## src/logic/lfid_pkg.sv

```systemverilog
package lfid_pkg;
    localparam int          REG_COUNT   = 6;
    localparam logic [1:0]  ENC_OP0     = 2'h3;
    localparam logic [2:0]  ENC_OP1     = 3'h0;
    localparam logic [3:0]  ENC_CRN     = 4'h0;
    localparam logic [3:0]  ENC_CRM_ISA = 4'h2;
    localparam logic [3:0]  ENC_CRM_MF  = 4'h3;
    localparam logic [2:0]  OP2_ISA4    = 3'h4;
    localparam logic [2:0]  OP2_ISA5    = 3'h5;
    localparam logic [2:0]  OP2_MMF4    = 3'h6;
    localparam logic [2:0]  OP2_ISA6    = 3'h7;
    localparam logic [2:0]  OP2_MF0     = 3'h0;
    localparam logic [2:0]  OP2_MF1     = 3'h1;
    localparam logic [5:0]  TRAP_CLASS  = 6'h18;
    localparam logic [63:0] RESET_VALUE = 64'h0;

    typedef enum logic [1:0] {
        LVL_LOWEST,
        LVL_KERNEL,
        LVL_HYPERVISOR,
        LVL_MONITOR
    } lfid_level_e;

    typedef struct packed {
        logic [1:0] op0;
        logic [2:0] op1;
        logic [3:0] crn;
        logic [3:0] crm;
        logic [2:0] op2;
    } lfid_enc_s;

    typedef struct packed {
        logic        valid;
        logic        data_valid;
        logic [63:0] data;
        logic        trap;
        lfid_level_e trap_level;
        logic [5:0]  trap_class;
    } lfid_resp_s;
endpackage

```

## src/logic/lfid_top.sv

```systemverilog
module lfid_top #(
    parameter logic [63:0] ISA_FOUR_VALUE  = 64'h0,
    parameter logic [63:0] ISA_FIVE_VALUE  = 64'h0,
    parameter logic [63:0] MEM_FOUR_VALUE  = 64'h0,
    parameter logic [63:0] ISA_SIX_VALUE   = 64'h0,
    parameter logic [63:0] MF_ZERO_VALUE   = 64'h0,
    parameter logic [63:0] MF_ONE_VALUE    = 64'h0,
    parameter bit          HAS_32BIT_LEVEL = 1'b1,
    parameter bit          HAS_VECTOR_FP   = 1'b1
) (
    input  wire logic                  i_ref_clk,
    input  wire logic                  i_rst,
    input  wire logic                  i_system_register_read,
    input  wire lfid_pkg::lfid_enc_s   i_enc,
    input  wire lfid_pkg::lfid_level_e i_current_privilege_level,
    input  wire logic                  i_hypervisor_level_enabled,
    input  wire logic                  i_host_trap_general,
    input  wire logic                  i_group3_id_trap,
    output lfid_pkg::lfid_resp_s       o_resp
);
    logic [lfid_pkg::REG_COUNT-1:0] sel;
    logic [63:0]                    reg_value [lfid_pkg::REG_COUNT];
    logic [63:0]                    rd_mux;
    lfid_pkg::lfid_resp_s           resp_ff;
    lfid_pkg::lfid_resp_s           nxt_resp;

    lfid_decode u_decode (
        .i_enc (i_enc),
        .o_sel (sel)
    );

    wire mf_raz;
    assign mf_raz = HAS_32BIT_LEVEL && !HAS_VECTOR_FP;

    assign reg_value[0] = ISA_FOUR_VALUE;
    assign reg_value[1] = ISA_FIVE_VALUE;
    assign reg_value[2] = MEM_FOUR_VALUE;
    assign reg_value[3] = ISA_SIX_VALUE;
    assign reg_value[4] = mf_raz ? 64'h0 : MF_ZERO_VALUE;
    assign reg_value[5] = mf_raz ? 64'h0 : MF_ONE_VALUE;

    always_comb begin
        rd_mux = 64'h0;
        for (int k = 0; k < lfid_pkg::REG_COUNT; k++) begin
            if (sel[k]) begin
                rd_mux = rd_mux | reg_value[k];
            end
        end
    end

    wire hit;
    wire at_lowest;
    wire at_kernel;
    wire trap_lowest_hyp;
    wire trap_kernel_hyp;
    wire do_trap;
    assign hit       = i_system_register_read && (|sel);
    assign at_lowest = i_current_privilege_level == lfid_pkg::LVL_LOWEST;
    assign at_kernel = i_current_privilege_level == lfid_pkg::LVL_KERNEL;
    assign trap_lowest_hyp = at_lowest && i_hypervisor_level_enabled
                          && i_host_trap_general;
    assign trap_kernel_hyp = at_kernel && i_hypervisor_level_enabled
                          && i_group3_id_trap;
    assign do_trap = at_lowest || trap_kernel_hyp;

    always_comb begin
        nxt_resp            = '0;
        nxt_resp.valid      = hit;
        nxt_resp.trap       = hit && do_trap;
        nxt_resp.data_valid = hit && !do_trap;
        nxt_resp.data       = (hit && !do_trap) ? rd_mux : 64'h0;
        nxt_resp.trap_class = (hit && do_trap) ? lfid_pkg::TRAP_CLASS : 6'h0;
        if (hit && do_trap) begin
            nxt_resp.trap_level = (trap_lowest_hyp || trap_kernel_hyp)
                                ? lfid_pkg::LVL_HYPERVISOR
                                : lfid_pkg::LVL_KERNEL;
        end
    end

    // one-cycle registered answer; unmapped encodings give valid low
    always_ff @(posedge i_ref_clk) begin
        if (i_rst) begin
            resp_ff <= '0;
        end else begin
            resp_ff <= nxt_resp;
        end
    end
    assign o_resp = resp_ff;
endmodule

```

## src/logic/lfid_decode.sv

```systemverilog
module lfid_decode (
    input  wire lfid_pkg::lfid_enc_s                  i_enc,
    output logic [lfid_pkg::REG_COUNT-1:0]            o_sel
);
    wire base_hit;
    wire isa_row;
    wire mf_row;
    assign base_hit = (i_enc.op0 == lfid_pkg::ENC_OP0)
                   && (i_enc.op1 == lfid_pkg::ENC_OP1)
                   && (i_enc.crn == lfid_pkg::ENC_CRN);
    assign isa_row = base_hit && (i_enc.crm == lfid_pkg::ENC_CRM_ISA);
    assign mf_row  = base_hit && (i_enc.crm == lfid_pkg::ENC_CRM_MF);
    assign o_sel[0] = isa_row && (i_enc.op2 == lfid_pkg::OP2_ISA4);
    assign o_sel[1] = isa_row && (i_enc.op2 == lfid_pkg::OP2_ISA5);
    assign o_sel[2] = isa_row && (i_enc.op2 == lfid_pkg::OP2_MMF4);
    assign o_sel[3] = isa_row && (i_enc.op2 == lfid_pkg::OP2_ISA6);
    assign o_sel[4] = mf_row && (i_enc.op2 == lfid_pkg::OP2_MF0);
    assign o_sel[5] = mf_row && (i_enc.op2 == lfid_pkg::OP2_MF1);
endmodule

```

## config.mk

```make
export PLATFORM = sky130hd
export DESIGN_NAME = lfid_top
export DESIGN_NICKNAME = d
export VERILOG_FILES = /design/src/logic/lfid_pkg.sv /design/src/logic/lfid_top.sv /design/src/logic/lfid_decode.sv
export SDC_FILE = /design/constraint.sdc
export NUM_CORES = 1
export LEC_CHECK = 0
export ABC_AREA = 0
export BUFFER_PORTS_ARGS = -buffer_cell sky130_fd_sc_hd__buf_4
export CORE_ASPECT_RATIO = 1.2
export CORE_MARGIN = 4
export CORE_UTILIZATION = 30
export DETAILED_ROUTE_END_ITERATION = 16
export GPL_TIMING_DRIVEN = 0
export PLACE_DENSITY = 0.83
export REMOVE_ABC_BUFFERS = 1
export SETUP_SLACK_MARGIN = 0.5
export SYNTH_ARGS = -nofsm -noshare
export SYNTH_HDL_FRONTEND = slang
export SYNTH_HIERARCHICAL = 1
export SYNTH_SLANG_ARGS = --single-unit
```

## constraint.sdc

```tcl
create_clock -name i_ref_clk -period 1.6 [get_ports i_ref_clk]
set_input_delay 0.24 -clock i_ref_clk [delete_from_list [all_inputs] [get_ports i_ref_clk]]
set_output_delay 0.24 -clock i_ref_clk [all_outputs]
set_load 0.02 [all_outputs]
```

-- Yosys cells after proc, flatten, opt, wreduce, memory -nomap -nowiden
Cells that the tools add are included.
- flip-flop bits (word level): 11
- bits of input ports: 24
- logic and storage cells: 43
- equality and inequality tests: 9
- mux-type cells: 2
- bitwise gates (word level): 1
- reduce and logical (&&, ||, !) cells: 26
- operator list (kind ; number):
    $logic_and A1 B1 Y1 ; 17
    $eq A3 B3 Y1 const B ; 4
    $eq A4 B2 Y1 const B ; 2
    $logic_not A3 Y1 ; 2
    $reduce_or A6 Y1 ; 1
    $mux W5 ; 1
    $logic_not A4 Y1 ; 1
    $eq A3 B1 Y1 const B ; 1
    $eq A2 B1 Y1 const B ; 1
    $eq A2 B2 Y1 const B ; 1
    $logic_not A2 Y1 ; 1
    $logic_or A1 B1 Y1 ; 2
    $mux W2 ; 1
    $reduce_or A2 Y1 ; 1
    $logic_not A1 Y1 ; 1
    $not A1 Y1 ; 1

-- Logic depth before layout (Yosys ltp)
Gate-level depths: netlist of run 1.
- depth after elaboration: 10
- gate-level depth with buffers: 6
- mapped depth without buffers: 6

-- Cells and area by module
Netlist of run 1, hierarchy kept.
- modules (own cells, without submodules) (module ; times used ; cells an instance ; area an instance (sq um)):
    lfid_top ; 1 ; 87 ; 721.9
    lfid_decode ; 1 ; 16 ; 123.9

-- Worst setup path after synthesis of run 1
OpenSTA, ideal clock, no wires.
- path type: in2reg
- start: input port i_enc[14] (netlist name)
- end: register resp_ff, in the netlist o_resp[6]
- arrival: 1.519 ns
- slack: -0.057 ns
- stages on the path: 6
- path buffers: 0
- cells stage by stage: and4b_1 -> nand4_2 -> nor2_1 -> or4_4 -> o311ai_4 -> a2111oi_0
- word-level cells in the longest chain between the ends: 10
- RTL lines (what ; line ; RTL):
    start: declaration ; lfid_top.sv:14 ; input wire lfid_pkg::lfid_enc_s i_enc,
    $eq A2 B2 Y1 ; lfid_decode.sv:8 ; assign base_hit = (i_enc.op0 == lfid_pkg::ENC_OP0)
    $logic_and A1 B1 Y1 ; lfid_decode.sv:9 ; && (i_enc.op1 == lfid_pkg::ENC_OP1)
    $logic_and A1 B1 Y1 ; lfid_decode.sv:10 ; && (i_enc.crn == lfid_pkg::ENC_CRN);
    $logic_and A1 B1 Y1 ; lfid_decode.sv:11 ; assign isa_row = base_hit && (i_enc.crm == lfid_pkg::ENC_CRM_ISA);
    $logic_and A1 B1 Y1 ; lfid_decode.sv:14 ; assign o_sel[1] = isa_row && (i_enc.op2 == lfid_pkg::OP2_ISA5);
    named net sel (one bit) ; lfid_top.sv:21 ; logic [lfid_pkg::REG_COUNT-1:0] sel;
    $reduce_or A6 Y1 ; lfid_top.sv:57 ; assign hit = i_system_register_read && (|sel);
    $logic_and A1 B1 Y1 ; lfid_top.sv:57 ;
    $logic_and A1 B1 Y1 ; lfid_top.sv:73 ; if (hit && do_trap) begin
    $not A1 Y1 (no line) ; - ;
    $reduce_or A2 Y1 (no line) ; - ;
    end signal: assignment ; lfid_top.sv:85 ; resp_ff <= nxt_resp;
    end: declaration ; lfid_top.sv:24 ; lfid_pkg::lfid_resp_s resp_ff;
The timed path passes the listed nets, and every way through them passes these cells.
A chain may end at the register's enable or synchronous reset.

-- Worst setup path in the final report of run 1
- start: input port i_enc[14] (netlist name)
- end: register resp_ff, in the netlist o_resp[3]
- word-level cells in the longest chain between the ends: 9
- RTL lines (what ; line ; RTL):
    $eq A2 B2 Y1 ; lfid_decode.sv:8 ;
    $logic_and A1 B1 Y1 ; lfid_decode.sv:9 ;
    $logic_and A1 B1 Y1 ; lfid_decode.sv:10 ;
    $logic_and A1 B1 Y1 ; lfid_decode.sv:11 ;
    $logic_and A1 B1 Y1 ; lfid_decode.sv:14 ;
    named net sel (one bit) ; lfid_top.sv:21 ;
    $reduce_or A6 Y1 ; lfid_top.sv:57 ;
    $logic_and A1 B1 Y1 ; lfid_top.sv:57 ;
    $logic_and A1 B1 Y1 ; lfid_top.sv:72 ; nxt_resp.trap_class = (hit && do_trap) ? lfid_pkg::TRAP_CLASS : 6'h0;
    $mux W5 ; lfid_top.sv:72 ;
The timed path passes the listed nets, and every way through them passes these cells.

==> impl_results.md, run 1 <==
- Ant. Diodes: 0
- Combinational power share: approximately 45%
- Die area: 0.003736 mm²
- Fin. max-slew vios: 0
- Post-Syn Area: between 800 and 900 µm²
- Crit path buffers/inverters: 1
- Startpoint Class: primary input
- Status: finished clean
- Sequential share of the synthesized area: between 10% and 20%
- Critical Path Start: i_enc[14]
- Switch share: between 40% and 50%
- Pint: 265.8 µW
- Fin crit period: ~1600 ps
- Antenna Nets Post-Route: 0
- Clock root cell: clkbuf_4
- Largest net degree at the start of global routing: 6
- Placed Instances: 163
- Hpwl dp: 1.334 mm
- Worst Path Arrival: 1680 ps
- CP max stage delay: around 540 ps
- Hold Worst Slack: between 150 and 200 ps
- Period utilization: a little over nine tenths
- Worst Setup EP: o_resp[3]
- WL/cell: between 8 and 9 µm
- CTS H-tree lvls: 1
- Clock Power Share: 29.8%
- Pwr Density: 547.4 mW/mm²
- Hold depth: 2
- Top Family by Delay on Critical Path: simple AND/OR/NAND/NOR gates
- P_leak: ~0.00050 µW
- P&R area growth vs syn: 4.882%
- Design area: around 890 µm²
- Routed vias/inst: ~3.3
- First-pass GRT wire length: about 1.7 mm
- Yosys warns: 6
- GRT Overall Usage: 6.159%
- Hold Buf Count CTS: 0
- Clk pin slew, worst setup/hold paths: 40 ps
- Cts bufs inserted: 3
- Postcts setup bufs: 0
- FMAX: between 0.6 and 0.7 GHz
- Max clock buf depth: 2
- Hold WC Path Type: primary input to register
- Post-Syn Instances: 103
- Max IR drop VDD: around 0.25 mV
- Seq pwr share: between 20% and 30%
- RSZ-0062 raised after global routing: true
- Stages on the worst setup path: 7
- Post-Layout Cell Count: roughly 170
- CTS tree: built
- Total power: around 490 µW
- Clock tree sinks: 5
- Crit-path slowest cell: or4_4
- # rows: 20
- Fillers: 301
- Critical path cell sequence: buf_6 -> and4b_1 -> nand4_4 -> nor2_1 -> or4_4 -> o311ai_4 -> nor3_1
- Via count: 547
- Initial core utilization: 32.19%
- Pre-CTS setup slack: -274.2 ps
- CP endpoint kind: register
- Synth Register Bits: 5
- Vias in the first global route: roughly 430
- CP required: 1720 ps
- Critical path type: primary input to register
- Final #Nets: roughly 160
- I/O Buffers: 30
- Post-DP Area: 838.3 µm²
- Footprint of the multi-input gates: 479.2 µm²
- Core Box Area: roughly 0.0026 mm²
- Drt pass-1 iters: 2
- Syn_area_per_cell: about 8 µm²
- Total gr overflow: 0
- Final Hold Fails: 0
- Die X: 56.47 µm
- # IOs: between 90 and 100
- Hold path start: i_host_trap_general
- Layout cells sized above 1: between 20% and 30%
- Number of flip-flops under the largest register name: 5
- # setup viols final: 0
- Initial antenna violation count: 0
- Die height: between 60 and 70 µm
- Final wirelength: approximately 1.4 mm
- Initial DRC count: 1
- Max Cap Violations: 0
- Yosys cell types: 20
- Residual DRC: 0
- Max FO, Critical Path: 5
- P_sw: roughly 220 µW
- Setup ws final: 33.76 ps
- RD Place Congestion: 0.7293
- Register area: 100.1 µm²
## layout by cell type (no fill, tap or decap), drive strengths merged
cell type / count
or3b: 1
o311ai: 1
a2111oi: 1
conb: 68
nand3b: 2
nand4: 2
inv: 2
and4b: 1
nor4b: 2
clkbuf: 4
nor2: 8
nor3b: 1
nor4: 1
a21boi: 1
buf: 30
dfxtp: 5
or4: 1
nor3: 2
mux2i: 1
## synthesized netlist by cell type
library cell  number  area share, %
buf_4             70             62
nor2_1             8            3.6
a2111oi_0          1            1.0
and4b_1            1            1.2
nor4b_2            1            1.8
o311ai_4           1            3.1
nand3b_1           2            1.8
nor4b_1            1            1.0
nor4_4             1            2.5
nor3_1             2            1.2
or3b_2             1            1.0
mux2i_1            1            1.2
a21boi_0           1           0.89
nand4_2            1            1.5
nand4_1            1           0.74
or4_4              1            1.3
nor3b_1            1           0.89
inv_1              2           0.89
dfxtp_1            5             12
conb_1             1           0.44
## power groups by stage
| stage | registers [µW] | logic [µW] | clock network [µW] |
|---|---|---|---|
| final | 125 | 216 | 144 |
| after global routing | 125 | 231 | 165 |
| after CTS | 125 | 209 | 152 |
| after detailed placement | 127 | 206 | 0 |
| after global placement | 127 | 204 | 0 |
| after floorplan | 127 | 152 | 0 |
## worst min path at each step
| stage | endpoint | slack [ps] |
|---|---|---|
| global route | o_resp[6] | 190 |
| CTS | o_resp[6] | 170 |
| detailed placement | o_resp[3] | 440 |
| finish | o_resp[6] | 200 |
| floorplan | o_resp[7] | 320 |
| global placement | o_resp[3] | 430 |
## through the flow
step                      setup TNS [ps]  utilization, %
after global placement             -1097           31.90
after global routing              -233.7           33.76
after CTS                              0           33.43
final                                  0           33.76
after detailed placement           -1216           31.90
after floorplan                   -117.9               -
## repair_timing
item | in CTS | in global routing
resized for setup | 3 | 1
setup endpoints to repair | 5 | 5
pin swaps | 1 | 2
## routing by layer
layer | share of wire, % | GRT usage (%)
met1 | 25 | 4.630
met2 | 56 | 12.14
met3 | 17 | 1.953
met4 | 2.1 | 5.341
met5 | 0 | 0
## cells by family (layout without fill, tap and decap cells)
family | Yosys count | count (layout) | synth area share, %
multiplexers | 1 | 1 | 1.183
AO/OA/AOI/OAI | 3 | 3 | 5.031
flip-flops | 5 | 5 | 11.83
buffers and inverters | 72 | 36 | 63.02
other | 1 | 68 | 0.4434
AND/OR/NAND/NOR | 21 | 21 | 18.49
## layout make-up
cell class | count | share of cell area [%]
Sequential cell | 5 | 11.28
Multi-Input combinational cell | 93 | 54.02
Clock buffer | 4 | 2.962
Tap cell | 33 | 4.654
Inverter | 2 | 0.8463
Timing Repair Buffer | 30 | 26.23
Note: power is estimated with default switching activity, not from simulation.
==> run 2: changes to the inputs <==
--- a/config.mk
+++ b/config.mk
@@ -5,14 +5,14 @@
 export SDC_FILE = /design/constraint.sdc
 export NUM_CORES = 1
 export LEC_CHECK = 0
-export ABC_AREA = 0
+export ABC_AREA = 1
 export BUFFER_PORTS_ARGS = -buffer_cell sky130_fd_sc_hd__buf_4
 export CORE_ASPECT_RATIO = 1.2
 export CORE_MARGIN = 4
-export CORE_UTILIZATION = 30
+export CORE_UTILIZATION = 31
 export DETAILED_ROUTE_END_ITERATION = 16
 export GPL_TIMING_DRIVEN = 0
-export PLACE_DENSITY = 0.83
+export PLACE_DENSITY = 0.84
 export REMOVE_ABC_BUFFERS = 1
 export SETUP_SLACK_MARGIN = 0.5
 export SYNTH_ARGS = -nofsm -noshare
==> run 2 against run 1 <==
  * Synthesized cell count increased by 24%
  * Global-route usage shrank 0.62 points
  * Worst hold slack better by 61 ps
  * Power up 1.1%
  * Via count increased by 16%
  * Clock-buffer cell count stayed put
  * Fmax rose by 49%
  * Synthesized area increased by 3.8%
  * Critical endpoint is now o_resp[6]
==> impl_results.md, run 2 <==
- Hpwl dp: 1.380 mm (+3.4%)
- Hold path start: i_current_privilege_level[1]
- Vias in the first global route: 488 (+15%)
- Synth async-reset ratio: 0% (unchanged)
- CP max stage delay: 140 ps (-400 ps)
- Post-Syn Instances: 128 (+24%)
- Main area contributors after synthesis: buf_4 (60%), dfxtp_1 (11%), nor2_1 (6.8%), nand3_1 (5.1%), inv_1 (4.7%)
- Hold WC Path Type: primary input to register
- Largest area contributor in the synthesized netlist: buf_4
- Clock tree sinks: 5 (unchanged)
- CTS tree: built
- P_leak: 0.0005674 µW (+14%)
- Routed vias/inst: 3.302 (+0.81%)
- RSZ-0062 raised after global routing: true
- Final #Nets: 184 (+16%)
- Hold Path End: o_resp[73]
- Max Cap Violations: 0 (unchanged)
- Initial DRC count: 4 (+3)
- Initial antenna violation count: 0 (unchanged)
- Worst Path Arrival: 1220 ps (-460 ps)
- Die area: 0.003752 mm² (+0.43%)
- # setup viols final: 0 (unchanged)
- Status: finished clean
- CTS H-tree lvls: 1 (unchanged)
- Layout cells sized above 1: 29.56% (-0.29 points)
- P&R area growth vs syn: 5.841%
- Number of flip-flops under the largest register name: 5 (unchanged)
- Post-Syn Area: 878.3 µm² (+3.8%)
- Synth cell count leaders: buf_4 (70), nor2_1 (16), inv_1 (11), nand3_1 (9), nand2_1 (8)
- Max FO, Critical Path: 4 (-1)
- Critical path type: primary input to register
- Residual DRC: 0 (unchanged)
- Hold Worst Slack: 257.3 ps (+60.62 ps)
- Crit path buffers/inverters: 1 (unchanged)
- FMAX: 0.9526 GHz (+49%)
- # IOs: 99 (unchanged)
- # rows: 20 (unchanged)
- Max clock buf depth: 2 (unchanged)
- Setup Total Neg Slack: 0 ps (unchanged)
- Hold Buf Count CTS: 0 (unchanged)
- Leading cell type by number of instances after synthesis: buf_4
- Clk pin slew, worst setup/hold paths: 40 ps (about the same)
- First-pass GRT wire length: 1.676 mm (-1.6%)
- Via count: 634 (+16%)
- Crit-path slowest cell: nor2_2
- Commonest non-fill, non-tap cell in the layout: conb_1
- Yosys warns: 6 (unchanged)
- Largest net degree at the start of global routing: 6 (unchanged)
- Syn_area_per_cell: 6.862 µm² (-16%)
- I/O Buffers: 30 (unchanged)
- Fin. max-slew vios: 0 (unchanged)
- Number of synthesized flops with an enable pin: 0 (unchanged)
- Drt pass-1 iters: 2 (unchanged)
- Fillers: 290 (-3.7%)
- Synth Register Bits: 5 (unchanged)
- Final Hold Fails: 0 (unchanged)
- Critical path cell sequence: buf_6 -> nor2_2 -> nand2_1 -> nor2_2 -> nand3_2 -> nor2_1 -> nor2_1 -> nand3_2 -> nand3_2 -> nor2_1
- Ant. Diodes: 0 (unchanged)
- WL/cell: 7.938 µm (-7.3%)
- Synth top area share: 59.83% (-2.3 points)
- Final wirelength: 1.524 mm (+6.6%)
- CP required: 1770 ps (+50 ps)
- GRT Overall Usage: 5.542% (-0.62 points)
- CP endpoint kind: register
- Antenna Nets Post-Route: 0 (unchanged)
- Period utilization: 65.61% (-32 points)
- Register area: 100.1 µm² (unchanged)
- Initial core utilization: 33.43% (+1.2 points)
- Top Family by Delay on Critical Path: simple AND/OR/NAND/NOR gates
- Most frequent cells in the layout: conb_1 (68), buf_4 (26), nor2_1 (12)
- RD Place Congestion: 0.6429 (-12%)
- Fin crit period: 1050 ps (-516.5 ps)
- Die X: 56.59 µm (+0.21%)
- Startpoint Class: primary input
- Yosys cell types: 12 (-40%)
- Sequential share of the synthesized area: 11.40% (-0.44 points)
- Postcts setup bufs: 0 (unchanged)
- Hold depth: 3 (+1)
- Predominant post-synthesis flop cell: dfxtp_1
- Footprint of the multi-input gates: 480.5 µm² (+0.26%)
- Core Box Area: 0.002628 mm² (unchanged)
- Pwr Density: 527.8 mW/mm² (-3.6%)
- Cts bufs inserted: 3 (unchanged)
- Total power: 490.7 µW (+1.1%)
- Clock root cell: clkbuf_4
- Total gr overflow: 0 (unchanged)
- Die height: 66.31 µm (+0.22%)
- Max IR drop VDD: 0.1795 mV (-27%)
run 2: metal layers:
layer | part of all wire [%] | wire length, µm | up-vias | GRT usage [%]
li1 | - | - | 308 | -
met1 | 24 | 364 | 263 | 4.378
met2 | 57 | 869 | 61 | 11.85
met3 | 18 | 273 | 2 | 0.9766
met4 | 1.0 | 16 | 0 | 3.561
met5 | 0 | 0 | - | 0
run 2: cell families after synthesis:
family | Yosys count | share of synthesized area, %
compound gates | 1 | 0.9973
buf+inv | 81 | 64.53
flops | 5 | 11.40
other cells | 1 | 0.4269
simple gates | 40 | 22.65
run 2: worst max path at each step:
stage / endpoint / start / depth (start not counted) / slack [ps]
final: o_resp[6] / i_enc[8] / 10 / 550
after global routing: o_resp[6] / i_enc[8] / 10 / 420
after CTS: o_resp[7] / i_enc[7] / 10 / 550
after detailed placement: o_resp[7] / i_enc[7] / 10 / 300
after global placement: o_resp[7] / i_enc[7] / 10 / 330
after floorplan: o_resp[7] / i_enc[7] / 9 / 550
run 2: stage by stage:
stage                     setup WS [ps]  instance area [µm²]  util [%]  cells
final                             550.2                929.6     35.38    192
after global routing              421.2                929.6     35.38    192
after CTS                         546.7                897.1     34.14    192
after detailed placement          300.1                870.8     33.14    188
after global placement            333.3                870.8     33.14    188
after floorplan                   548.7                604.3         -    125
run 2: final cells by class:
| class | count | share of cell area [%] |
|---|---|---|
| repair buffers | 30 | 25.84 |
| flip-flops and latches | 5 | 10.77 |
| well taps | 33 | 4.441 |
| inverters | 11 | 4.441 |
| multi-input cells | 109 | 51.68 |
| clock buffers | 4 | 2.826 |
run 2: power by group:
| part | switching (µW) | internal (µW) | leakage (µW) |
|---|---|---|---|
| combinational | 175 | 49.8 | 0.000512 |
| sequential | 0.000963 | 125 | 0.0000402 |
| clock | 46.5 | 93.9 | 0.0000150 |
run 2: repair_timing:
action                                  4_1_cts  5_1_grt
resized for setup                             0       10
endpoints found under the setup margin        0        5
hold endpoints to repair                      0        0
